`config.mk`:
```
export PLATFORM = sky130hd
export DESIGN_NAME = lsir_top
export DESIGN_NICKNAME = d
export VERILOG_FILES = /design/src/hw/lsir_pkg.sv /design/src/hw/lsir_irq_if.sv /design/src/hw/lsir_top.sv /design/src/hw/lsir_sync.sv /design/src/hw/lsir_irq.sv
export VERILOG_INCLUDE_DIRS = /design/src /design/src/hw
export SDC_FILE = /design/constraint.sdc
export NUM_CORES = 1
export LEC_CHECK = 0
export BUFFER_PORTS_ARGS = -buffer_cell sky130_fd_sc_hd__buf_4
export CAP_MARGIN = 10
export CORE_UTILIZATION = 41
export CTS_BUF_LIST = sky130_fd_sc_hd__clkbuf_8
export CTS_CLUSTER_DIAMETER = 200
export DETAILED_ROUTE_END_ITERATION = 12
export PLACE_DENSITY = 0.77
export SLEW_MARGIN = 0
export SYNTH_ARGS = -nofsm -noshare
export SYNTH_HDL_FRONTEND = slang
export SYNTH_SLANG_ARGS = --single-unit
```
`constraint.sdc`:
```
create_clock -name clk_sys -period 1.5 [get_ports clk_sys]
set_input_delay 0.075 -clock clk_sys [delete_from_list [all_inputs] [get_ports clk_sys]]
set_output_delay 0.075 -clock clk_sys [all_outputs]
set_load 0.02 [all_outputs]
```
`src/hw/lsir_cfg.svh`:
```
// Register indices, reset values and field positions of the status bank.
`ifndef LSIR_CFG_SVH
`define LSIR_CFG_SVH

// ----------------------------------------------------------------
// Register indices (byte address is four times the index)
// ----------------------------------------------------------------
`define LSIR_IDX_LINK 8'h14
`define LSIR_IDX_RSVD_A 8'h15
`define LSIR_IDX_RSVD_B 8'h16
`define LSIR_IDX_RSVD_C 8'h17
`define LSIR_IDX_RSVD_D 8'h18
`define LSIR_IDX_RSVD_E 8'h19
`define LSIR_IDX_RSVD_F 8'h1A
`define LSIR_IDX_RSVD_G 8'h1B
`define LSIR_IDX_RSVD_H 8'h1C
`define LSIR_IDX_PINS 8'h1D
`define LSIR_IDX_IDENT 8'h1E
`define LSIR_IDX_CAPREV 8'h1F
`define LSIR_IDX_IRQ_STATUS 8'h20
`define LSIR_IDX_IRQ_MASK 8'h21

// ----------------------------------------------------------------
// Address fields
// ----------------------------------------------------------------
`define LSIR_ADDR_HI_ZERO 22'h0
`define LSIR_WORD_ALIGN 2'h0

// ----------------------------------------------------------------
// Reset and fixed read values
// ----------------------------------------------------------------
`define LSIR_RST_RSVD_A 8'h20
`define LSIR_RST_RSVD_B 8'h30
`define LSIR_RST_RSVD_C 8'h54
`define LSIR_RST_RSVD_D 8'h30
`define LSIR_RST_RSVD_E 8'hC8
`define LSIR_RST_RSVD_F 8'h00
`define LSIR_RST_RSVD_G 8'h00
`define LSIR_RST_RSVD_H 8'h00
`define LSIR_RST_FAULT 2'h2
`define LSIR_RST_PINS 4'h0
`define LSIR_RST_MASK 4'h0
`define LSIR_RST_STATUS 4'h0
`define LSIR_ZERO_BYTE 8'h00
`define LSIR_ZERO_WORD 32'h0
`define LSIR_PAD_WORD 24'h0
`define LSIR_ZERO_NIB 4'h0
`define LSIR_ZERO_TRI 3'h0
`define LSIR_ZERO_PAIR 2'h0

// ----------------------------------------------------------------
// Event bits of the interrupt status register
// ----------------------------------------------------------------
`define LSIR_EVT_W 4
`define LSIR_EVT_PRBS 0
`define LSIR_EVT_POS 1
`define LSIR_EVT_NEG 2
`define LSIR_EVT_PIN 3

// ----------------------------------------------------------------
// Synchroniser warm-up count used by checks
// ----------------------------------------------------------------
`define LSIR_AGE_FULL 2'h3
`define LSIR_AGE_STEP 2'h1

`endif

```
`src/hw/lsir_pkg.sv`:
```
// Types shared by the status bank modules.
package lsir_pkg;

  typedef logic [7:0] lsir_byte_t;
  typedef logic [3:0] lsir_evt_t;

  typedef enum logic [1:0] {
    FAULT_SUPPLY = 2'h0,
    FAULT_GROUND = 2'h1,
    FAULT_NORMAL = 2'h2,
    FAULT_OPEN = 2'h3
  } lsir_fault_t;

endpackage

```
`src/hw/lsir_irq_if.sv`:
```
// Carrier between the register bank and its interrupt collector.
`timescale 1ns/10ps
interface lsir_irq_if;
  import lsir_pkg::*;
  lsir_evt_t event_in;
  logic readClear;
  logic maskWe;
  lsir_evt_t maskIn;
  lsir_evt_t status;
  lsir_evt_t mask;
  logic irq;

  modport bank (output event_in, output readClear, output maskWe,
    output maskIn, input status, input mask, input irq);
  modport collector (input event_in, input readClear, input maskWe,
    input maskIn, output status, output mask, output irq);
endinterface

```
`src/hw/lsir_top.sv`:
```
// Link status and identification register bank on an AHB-Lite slave.
`timescale 1ns/10ps
`include "lsir_cfg.svh"
module lsir_top #(
  parameter logic [7:0] DEVICE_ID = 8'hA5, // Arbitrary value.
  parameter logic [3:0] REVISION = 4'h1, // Arbitrary value.
  parameter logic CAPABLE = 1'b0
) (
  // Clock and reset
  input wire logic clk_sys,
  input wire logic nrst,
  // AHB-Lite slave
  input wire logic hsel,
  input wire logic [31:0] haddr,
  input wire logic [1:0] htrans,
  input wire logic hwrite,
  input wire logic [2:0] hsize,
  input wire logic [31:0] hwdata,
  input wire logic hready,
  output logic hreadyout,
  output logic hresp,
  output logic [31:0] hrdata,
  // Sequence checker, same clock
  input wire logic prbsDone,
  input wire logic prbsClean,
  // Line fault detector pins
  input wire lsir_pkg::lsir_fault_t positiveWireFault,
  input wire lsir_pkg::lsir_fault_t negativeWireFault,
  // Configuration pins
  input wire logic cableTypePinLevel,
  input wire logic coaxSelectLevel,
  input wire logic controlChannelSelectLevel,
  input wire logic localControlEnableLevel,
  // Interrupt
  output logic irq
);
  import lsir_pkg::*;

  // ----------------------------------------------------------------
  // Pin synchronisers
  // ----------------------------------------------------------------
  logic [3:0] faultSync;
  logic [3:0] pinSync;
  logic [1:0] negFault;
  logic [1:0] posFault;

  lsir_sync #(
    .WIDTH(4),
    .RESET({`LSIR_RST_FAULT, `LSIR_RST_FAULT})
  ) u_fault_sync (
    .clk_sys(clk_sys),
    .nrst(nrst),
    .din({negativeWireFault, positiveWireFault}),
    .dout(faultSync)
  );

  lsir_sync #(
    .WIDTH(4),
    .RESET(`LSIR_RST_PINS)
  ) u_pin_sync (
    .clk_sys(clk_sys),
    .nrst(nrst),
    .din({cableTypePinLevel, coaxSelectLevel,
      controlChannelSelectLevel, localControlEnableLevel}),
    .dout(pinSync)
  );

  assign negFault = faultSync[3:2];
  assign posFault = faultSync[1:0];

  // ----------------------------------------------------------------
  // Sequence test pass flag
  // ----------------------------------------------------------------
  logic passFlag;
  logic next_passFlag;

  // The flag follows the checker so a later failing run drops it.
  assign next_passFlag = prbsDone && prbsClean;

  always_ff @(posedge clk_sys or negedge nrst) begin
    if (!nrst) begin
      passFlag <= 1'b0;
    end else begin
      passFlag <= next_passFlag;
    end
  end

  // ----------------------------------------------------------------
  // Event detection
  // ----------------------------------------------------------------
  logic [3:0] faultLast;
  logic [3:0] pinLast;
  logic passLast;
  lsir_evt_t events;

  always_ff @(posedge clk_sys or negedge nrst) begin
    if (!nrst) begin
      faultLast <= {`LSIR_RST_FAULT, `LSIR_RST_FAULT};
      pinLast <= `LSIR_RST_PINS;
      passLast <= 1'b0;
    end else begin
      faultLast <= faultSync;
      pinLast <= pinSync;
      passLast <= passFlag;
    end
  end

  assign events[`LSIR_EVT_PRBS] = passFlag && !passLast;
  assign events[`LSIR_EVT_POS] = posFault != faultLast[1:0];
  assign events[`LSIR_EVT_NEG] = negFault != faultLast[3:2];
  assign events[`LSIR_EVT_PIN] = pinSync != pinLast;

  // ----------------------------------------------------------------
  // Bus decode
  // ----------------------------------------------------------------
  logic wrPend;
  logic [7:0] wrIdx;
  wire addrPhase = hsel && htrans[1] && hready;
  wire [7:0] accIdx = haddr[9:2];
  wire inRange = (haddr[31:10] == `LSIR_ADDR_HI_ZERO)
    && (haddr[1:0] == `LSIR_WORD_ALIGN);
  wire rdAccept = addrPhase && !hwrite;
  wire wrAccept = addrPhase && hwrite && inRange;
  wire rdStatus = rdAccept && inRange
    && (accIdx == `LSIR_IDX_IRQ_STATUS);
  // Only the mask is writable; every other index drops the data.
  wire maskWrite = wrPend && (wrIdx == `LSIR_IDX_IRQ_MASK);

  always_ff @(posedge clk_sys or negedge nrst) begin
    if (!nrst) begin
      wrPend <= 1'b0;
      wrIdx <= `LSIR_ZERO_BYTE;
    end else begin
      wrPend <= wrAccept;
      wrIdx <= accIdx;
    end
  end

  // ----------------------------------------------------------------
  // Interrupt collector
  // ----------------------------------------------------------------
  lsir_irq_if irqLink();

  assign irqLink.event_in = events;
  assign irqLink.readClear = rdStatus;
  assign irqLink.maskWe = maskWrite;
  assign irqLink.maskIn = hwdata[3:0];

  lsir_irq u_irq (
    .clk_sys(clk_sys),
    .nrst(nrst),
    .link(irqLink)
  );

  assign irq = irqLink.irq;

  // ----------------------------------------------------------------
  // Read data
  // ----------------------------------------------------------------
  lsir_byte_t linkByte;
  lsir_byte_t pinByte;
  lsir_byte_t capByte;
  lsir_evt_t maskView;
  lsir_byte_t readMux;

  assign linkByte = {passFlag, `LSIR_ZERO_TRI, negFault, posFault};
  assign pinByte = {pinSync, `LSIR_ZERO_NIB};
  assign capByte = {`LSIR_ZERO_TRI, CAPABLE, REVISION};
  // A mask write in its data phase is seen by a read right behind it.
  assign maskView = maskWrite ? hwdata[3:0] : irqLink.mask;

  always_comb begin
    readMux = `LSIR_ZERO_BYTE;
    if (!inRange) begin
      readMux = `LSIR_ZERO_BYTE;
    end else if (accIdx == `LSIR_IDX_LINK) begin
      readMux = linkByte;
    end else if (accIdx == `LSIR_IDX_RSVD_A) begin
      readMux = `LSIR_RST_RSVD_A;
    end else if (accIdx == `LSIR_IDX_RSVD_B) begin
      readMux = `LSIR_RST_RSVD_B;
    end else if (accIdx == `LSIR_IDX_RSVD_C) begin
      readMux = `LSIR_RST_RSVD_C;
    end else if (accIdx == `LSIR_IDX_RSVD_D) begin
      readMux = `LSIR_RST_RSVD_D;
    end else if (accIdx == `LSIR_IDX_RSVD_E) begin
      readMux = `LSIR_RST_RSVD_E;
    end else if (accIdx == `LSIR_IDX_RSVD_F) begin
      readMux = `LSIR_RST_RSVD_F;
    end else if (accIdx == `LSIR_IDX_RSVD_G) begin
      readMux = `LSIR_RST_RSVD_G;
    end else if (accIdx == `LSIR_IDX_RSVD_H) begin
      readMux = `LSIR_RST_RSVD_H;
    end else if (accIdx == `LSIR_IDX_PINS) begin
      readMux = pinByte;
    end else if (accIdx == `LSIR_IDX_IDENT) begin
      readMux = DEVICE_ID;
    end else if (accIdx == `LSIR_IDX_CAPREV) begin
      readMux = capByte;
    end else if (accIdx == `LSIR_IDX_IRQ_STATUS) begin
      readMux = {`LSIR_ZERO_NIB, irqLink.status};
    end else if (accIdx == `LSIR_IDX_IRQ_MASK) begin
      readMux = {`LSIR_ZERO_NIB, maskView};
    end else begin
      readMux = `LSIR_ZERO_BYTE;
    end
  end

  always_ff @(posedge clk_sys or negedge nrst) begin
    if (!nrst) begin
      hrdata <= `LSIR_ZERO_WORD;
    end else if (rdAccept) begin
      hrdata <= {`LSIR_PAD_WORD, readMux};
    end
  end

  // Every access completes with no wait state and an OKAY answer.
  assign hreadyout = 1'b1;
  assign hresp = 1'b0;

  // ----------------------------------------------------------------
  // Checks
  // ----------------------------------------------------------------
  logic [1:0] age;

  always_ff @(posedge clk_sys or negedge nrst) begin
    if (!nrst) begin
      age <= `LSIR_ZERO_PAIR;
    end else if (age != `LSIR_AGE_FULL) begin
      age <= age + `LSIR_AGE_STEP;
    end
  end
endmodule // lsir_top

```
`src/hw/lsir_sync.sv`:
```
// Two-stage synchroniser for pin levels.
`timescale 1ns/10ps
module lsir_sync #(
  parameter int WIDTH = 1,
  parameter logic [WIDTH-1:0] RESET = '0
) (
  // Clock and reset
  input wire logic clk_sys,
  input wire logic nrst,
  // Levels
  input wire logic [WIDTH-1:0] din,
  output logic [WIDTH-1:0] dout
);
  logic [WIDTH-1:0] stage1;

  always_ff @(posedge clk_sys or negedge nrst) begin
    if (!nrst) begin
      stage1 <= RESET;
      dout <= RESET;
    end else begin
      stage1 <= din;
      dout <= stage1;
    end
  end
endmodule // lsir_sync

```
`src/hw/lsir_irq.sv`:
```
// Sticky interrupt status, mask and level interrupt output.
`timescale 1ns/10ps
`include "lsir_cfg.svh"
module lsir_irq (
  // Clock and reset
  input wire logic clk_sys,
  input wire logic nrst,
  // Bank side
  lsir_irq_if.collector link
);
  import lsir_pkg::*;

  lsir_evt_t status;
  lsir_evt_t mask;
  lsir_evt_t next_status;

  // A new event in the clearing cycle must survive the read.
  assign next_status = (link.readClear ? `LSIR_RST_STATUS : status)
    | link.event_in;

  always_ff @(posedge clk_sys or negedge nrst) begin
    if (!nrst) begin
      status <= `LSIR_RST_STATUS;
      mask <= `LSIR_RST_MASK;
    end else begin
      status <= next_status;
      if (link.maskWe) begin
        mask <= link.maskIn;
      end
    end
  end

  assign link.status = status;
  assign link.mask = mask;
  assign link.irq = |(status & mask);
endmodule // lsir_irq

```
Word-level counts from Yosys, hierarchy flattened
Cells that the tools add are included.
- equality and inequality tests: 18
- muxes and demuxes: 17
- bitwise gates (word level): 2
- reduce and logical (&&, ||, !) cells: 16
- operator list (operator ; count):
    $eq A8 B5 Y1 const B ; 12
    $mux W8 ; 12
    $eq A8 B6 Y1 const B ; 3
    $logic_not A22 Y1 ; 1
    $mux W4 ; 5
    $logic_and A1 B1 Y1 ; 11
    $and A4 B4 Y4 ; 1
    $ne A2 B2 Y1 ; 2
    $ne A4 B4 Y1 ; 1
    $or A4 B4 Y4 ; 1
    $reduce_or A4 Y1 ; 1
    $logic_not A1 Y1 ; 2
    $logic_not A2 Y1 ; 1
- register bits: 51
- output and inout port bits: 35
- logic and storage cells: 66

Logic depth before layout (Yosys ltp)
- depth in word-level cells: 18
- depth in mapped cells: 6
- gate-level depth less buffers: 5

Hierarchy
A second synthesis with hierarchy kept.
- cell total of the unflattened synthesis: 195
- area total of the unflattened synthesis: 2245.9 µm²
- by module, submodules not included (module ; times used ; cells each ; area each (µm²) ; seq. area each (µm²)):
    lsir_top ; 1 ; 159 ; 1542.7 ; 678.2
    lsir_irq ; 1 ; 20 ; 297.8 ; 200.2
    lsir_sync (u_fault_sync) ; 1 ; 8 ; 205.2 ; 205.2
    lsir_sync (u_pin_sync) ; 1 ; 8 ; 200.2 ; 200.2

Worst setup path after synthesis
Ideal clock, no wire load.
- path kind: register -> register
- start point: register wrIdx[6]
- end point: register hrdata[0]
- arrival: 1.418 ns
- setup slack: -0.044 ns
- cell stages (with the launch flop): 6
- clock period less this slack: 1.544 ns
- cells stage by stage: dfrtp_1 > nor4b_2 > nand4b_2 > mux2_2 > a221oi_1 > o21ai_1
- word-level cells in the longest chain between the ends: 18
- RTL lines (what ; line ; source):
    from (decl) ; lsir_top.sv:117 ; logic [7:0] wrIdx;
    from (signal assigned) ; lsir_top.sv:132 ; wrIdx <= `LSIR_ZERO_BYTE;
    from (signal assigned) ; lsir_top.sv:135 ; wrIdx <= accIdx;
    $eq A8 B6 Y1 (no source line) ; -- ;
    $logic_and A1 B1 Y1 ; lsir_top.sv:127 ; wire maskWrite = wrPend && (wrIdx == `LSIR_IDX_IRQ_MASK);
    $mux W4 ; lsir_top.sv:170 ; assign maskView = maskWrite ? hwdata[3:0] : irqLink.mask;
    net maskView[0] ; lsir_top.sv:163 ; lsir_evt_t maskView;
    $mux W4 ; lsir_top.sv:202 ; end else if (accIdx == `LSIR_IDX_IRQ_MASK) begin
    $mux W4 ; lsir_top.sv:200 ; end else if (accIdx == `LSIR_IDX_IRQ_STATUS) begin
    $mux W4 ; lsir_top.sv:198 ; end else if (accIdx == `LSIR_IDX_CAPREV) begin
    $mux W8 ; lsir_top.sv:196 ; end else if (accIdx == `LSIR_IDX_IDENT) begin
    [... 3 more ...] ; -- ;
    $mux W8 ; lsir_top.sv:188 ; end else if (accIdx == `LSIR_IDX_RSVD_F) begin
    $mux W8 ; lsir_top.sv:186 ; end else if (accIdx == `LSIR_IDX_RSVD_E) begin
    $mux W8 ; lsir_top.sv:184 ; end else if (accIdx == `LSIR_IDX_RSVD_D) begin
    $mux W8 ; lsir_top.sv:182 ; end else if (accIdx == `LSIR_IDX_RSVD_C) begin
    $mux W8 ; lsir_top.sv:180 ; end else if (accIdx == `LSIR_IDX_RSVD_B) begin
    $mux W8 ; lsir_top.sv:178 ; end else if (accIdx == `LSIR_IDX_RSVD_A) begin
    $mux W8 ; lsir_top.sv:176 ; end else if (accIdx == `LSIR_IDX_LINK) begin
    $mux W8 ; lsir_top.sv:174 ; if (!inRange) begin
    to (signal assigned) ; lsir_top.sv:211 ; hrdata <= `LSIR_ZERO_WORD;
    to (signal assigned) ; lsir_top.sv:213 ; hrdata <= {`LSIR_PAD_WORD, readMux};
    to (decl) ; lsir_top.sv:22 ; output logic [31:0] hrdata,
The timed path passes the listed nets, and every way through them passes these cells.
A chain may end at the register's enable or synchronous reset.

Worst setup path in the final report
Same ends and word-level chain as after synthesis.

==> results by stage <==
STA:
- The worst setup slack after layout is -0.153 ns.
- The post-route fraction of the period consumed by the critical path is 110%.
- Static timing analysis puts the maximum clock frequency at 605 MHz.
- The final number of hold-violating endpoints was 0.
- After layout, the minimum clock period comes to 1.65 ns.
- The number of max-slew violations in the final report is 0.
- The setup skew after layout is 0.0101 ns.
- Setup repair after global routing could not meet its margin everywhere.
- The worst pin sits at a relative slew slack of 60.1%.
- Setup violations remaining at the end of the flow were counted as 4.
- At the pin with the least slew margin, the transition time is 0.599 ns.

Yosys:
- The average size of a mapped cell is 11.7 µm².
- Among all flip-flop cells after synthesis, the most frequent one is sky130_fd_sc_hd__dfrtp_1.
- The fraction of registers with async set or reset after synthesis is 100%.
- The count of flip-flops with a built-in enable after synthesis is 0.
- The area fraction of the dominant cell type after synthesis is 51.7%.
- Of all cell types, the one taking the most synthesized area is sky130_fd_sc_hd__dfrtp_1.
- After technology mapping, the gate count stands at 187.
- The sequential fraction of the synthesis area is 58.9%.
- The cell area after technology mapping is 2180 µm².
- The synthesized netlist contains 41 unique library cells.
- Ranked by total cell area, the synthesized netlist is headed by sky130_fd_sc_hd__dfrtp_1 (52%), sky130_fd_sc_hd__buf_4 (9.3%), sky130_fd_sc_hd__dfstp_2 (7.2%).
- In this run, synthesis produced a sequential element count of 51.
- Yosys printed 0 warnings.

Power:
- Dividing total power by cell area gives a power density of 964 nW/µm².
- For this design the static power due to leakage is 1.36 nW.
- VDD sags by at most 0.717 mV.

Finish:
- The diode insertion count for antenna repair is 0.
- The cell area after layout is 3000 µm².
- The number of nets at the end of the flow is 358.
- In the layout the commonest cells are sky130_fd_sc_hd__buf_4 (68), sky130_fd_sc_hd__dfrtp_1 (45), sky130_fd_sc_hd__conb_1 (26).
- For this run, the number of standard cells in the final layout without fillers is 345.
- The library cell used most frequently in the layout, excluding fill and tap cells, is sky130_fd_sc_hd__buf_4.
- The register area is 1280 µm².
- The multi-input combinational cells in the finished layout cover a total of 785 µm².
- The ratio of cells with drive above 1 in the final layout is 34.2%.
- From synthesis to final layout, the design area changed by 37.5%.
- Fill cells in the final layout number 419.

Route:
- The highest metal layer with signal wires is met4.
- In this run, the number of DRC markers left after iteration 0 of detailed routing was 81.
- For this run, the detailed router's first-pass iteration total came to 4.
- Summed over all nets, wire length on met2 after detailed routing comes to 2320 µm.
- Wires add up to 4440 µm.
- The remaining routing DRC violations is 0.
- After detailed routing, the met3 layer carries 354 µm of wire.
- The routed layout has 1615 vias.
- For this block, wires on met1 add up to 1700 µm.
- The average vias per placed instance is 4.68.
- The count of nets left with antenna violations once routing finished came out at 0.
- Dividing the detail-routed wire length by the instance count gives 12.9 µm.

Placement:
- The instance area after placement is 2640 µm².
- The total placed cells including tap cells is 319.
- At the end of routability-driven placement, the weighted congestion stood at 0.805.
- After legalization and detailed placement, the total HPWL measured 3240 µm.
- The pre-CTS worst setup slack is -0.209 ns.
- The quantity of I/O buffers inserted on ports is 60.

Worst setup path:
- The signal arrival time at the worst endpoint is 1.85 ns.
- STA puts the critical path data required time at 1.70 ns.
- The worst register-to-register path ends at hrdata[0].
- The type of origin of the critical path is a flip-flop.
- The signal on the critical path passes through nor4b_4 -> nand4b_4 -> mux2_2 -> a221oi_2 -> o21ai_1.
- The number of gates on the worst path with buffers counted is 5.
- The cell family contributing the most delay on the critical path is simple AND/OR/NAND/NOR gates.
- The worst setup path startpoint is wrIdx[6].
- Measured in cells, the most critical reg-to-reg path has a length of 5.
- The worst setup path is of the flip-flop to flip-flop kind.
- The number of buffers and inverters on the critical path is 0.
- The largest single stage delay on the critical path is 0.40 ns.
- The end of the critical path is hrdata[0].
- The worst setup path is captured at a flip-flop.
- In this run the register-to-register setup slack is -0.15 ns.
- On the critical path, the stage with the largest delay is an instance of sky130_fd_sc_hd__dfrtp_1.
- Along the worst path, the maximum fanout reaches 4.
- The worst flop-to-flop path startpoint is wrIdx[6].

Clock network:
- The clock reaches the later pin of the worst-skew pair after 0.30 ns.
- No sink is reached through more buffers than the 2 on the longest clock path.
- TritonCTS built the clock tree.
- Counting the buffers created by CTS gives 5.
- After clock tree synthesis, the clock-pin slew on the worst setup and hold paths is 0.09 ns.
- CTS built an H-tree with a depth of 2.
- In this run the post-CTS setup repair buffer count came out at 0.
- The count of clock tree sinks is 51.
- The root buffer cell chosen for the clock tree is sky130_fd_sc_hd__clkbuf_8.

Global route:
- The overflow left after global routing is 0.
- The number of antenna violations at the first check in global routing was 0.
- The pin count of the biggest net entering global routing is 52.
- The first global-routing pass estimated 6880 µm of wire.
- The via count of the first global-routing pass was 1557.
- The total routing usage reported by global routing is 17.2%.

Floorplanning:
- The initial standard-cell utilization of the core is 42.7%.
- In this run the count of I/O pins placed on the die edge is 119.
- The floorplan step defined a core boundary enclosing 5110 µm².
- The die covers 5610 µm².
- The height of the die is 74.9 µm.
- The floorplan row count is 26.
- The die is 74.9 µm wide.

Flow run:
- The count of maximum capacitance violations is 0.

Outcome:
- The run finished, with violations left.
- The checks that failed: setup timing.

Worst hold path:
- The class of the most critical hold timing path is input pin to flip-flop.
- The instance count along the most critical hold path is 2.
-- layer usage --
layer  up-vias  track usage, %
met1       757            18.9
li1        773               -
met2        77            32.0
met5         -               0
met3         8            4.55
met4         0            5.66
-- final cells by class --
cell class / count / area share [%]
flip-flops and latches: 51 / 42.8
multi-input cells: 126 / 26.2
repair buffers: 86 / 23.0
well taps: 70 / 2.92
clock buffers: 5 / 2.30
clock inverters: 3 / 2.25
inverters: 4 / 0.501
-- logic make-up (layout without fill, tap and decap cells) --
logic type             after synthesis  after routing  synth area share [%]
AND/OR/NAND/NOR                     57             57                  14.7
flip-flops                          51             51                  58.9
buffers and inverters               34             98                  11.0
AO/OA/AOI/OAI                       31             31                  9.76
XOR/XNOR                             8              8                  3.21
multiplexers                         4              4                  2.07
other                                2             26                 0.345
-- metrics by stage --
| step | total power [mW] | hold slack [ns] | utilization [%] | TNS, ns |
|---|---|---|---|---|
| 2_1_floorplan | 1.67 | -0.221 | - | -0.0873 |
| 3_3_place_gp | 1.77 | 0.118 | 51.7 | -0.473 |
| 3_5_place_dp | 1.77 | 0.126 | 51.7 | -0.896 |
| 4_1_cts | 2.91 | 0.0109 | 58.7 | -0.504 |
| 5_1_grt | 3.01 | 0.00847 | 58.7 | -0.809 |
| 6_report | 2.89 | 0.0163 | 58.7 | -0.488 |
-- power breakdown --
group	switching [mW]	total [mW]	internal [mW]	leakage (nW)
clock network	0.434	1.10	0.664	0.0644
registers	0.0293	1.46	1.43	0.599
logic	0.168	0.329	0.160	0.694
total	0.632	2.89	2.26	1.36
-- flip-flops by register name, indices dropped and copies added (netlist names), 4 cells and up --
signal / count
u_pin_sync.stage1: 4
wrIdx: 8
faultLast: 4
u_fault_sync.dout: 4
u_pin_sync.dout: 4
u_irq.link.status: 4
u_fault_sync.stage1: 4
pinLast: 4
hrdata: 8
u_irq.link.mask: 4
-- cell usage after synthesis (2+ instances only) --
cell,instances
sky130_fd_sc_hd__nand2_1,18
sky130_fd_sc_hd__or3_1,2
sky130_fd_sc_hd__a221oi_1,2
sky130_fd_sc_hd__nand3_1,3
sky130_fd_sc_hd__nor4b_2,2
sky130_fd_sc_hd__nor3b_1,2
sky130_fd_sc_hd__o211ai_1,2
sky130_fd_sc_hd__o21ai_1,2
sky130_fd_sc_hd__dfstp_2,6
sky130_fd_sc_hd__conb_1,2
sky130_fd_sc_hd__buf_4,27
sky130_fd_sc_hd__o31ai_1,2
sky130_fd_sc_hd__inv_1,4
sky130_fd_sc_hd__a21oi_1,7
sky130_fd_sc_hd__a211o_1,2
sky130_fd_sc_hd__xor2_1,4
sky130_fd_sc_hd__xnor2_1,4
sky130_fd_sc_hd__nor2_1,8
sky130_fd_sc_hd__mux2_2,4
sky130_fd_sc_hd__nand2b_1,4
sky130_fd_sc_hd__nand4_1,4
sky130_fd_sc_hd__a22oi_1,5
sky130_fd_sc_hd__dfrtp_1,45
sky130_fd_sc_hd__o21ai_0,3
sky130_fd_sc_hd__nor4_1,7
-- worst min-delay path by stage --
stage,from,endpoint
finish,hwdata[3],u_irq.link.mask[3]
global route,hwdata[3],u_irq.link.mask[3]
CTS,hwdata[3],u_irq.link.mask[3]
detailed placement,nrst,u_fault_sync.stage1[0]
global placement,nrst,u_fault_sync.stage1[0]
floorplan,nrst,faultLast[0]
-- repair_timing --
item	in CTS	in global routing
endpoints found under the hold margin	61	0
hold buffers	18	0
gates resized for setup	6	0
setup endpoints to repair	4	4
pin swaps	2	1
Note: power is estimated with default switching activity, not from simulation.
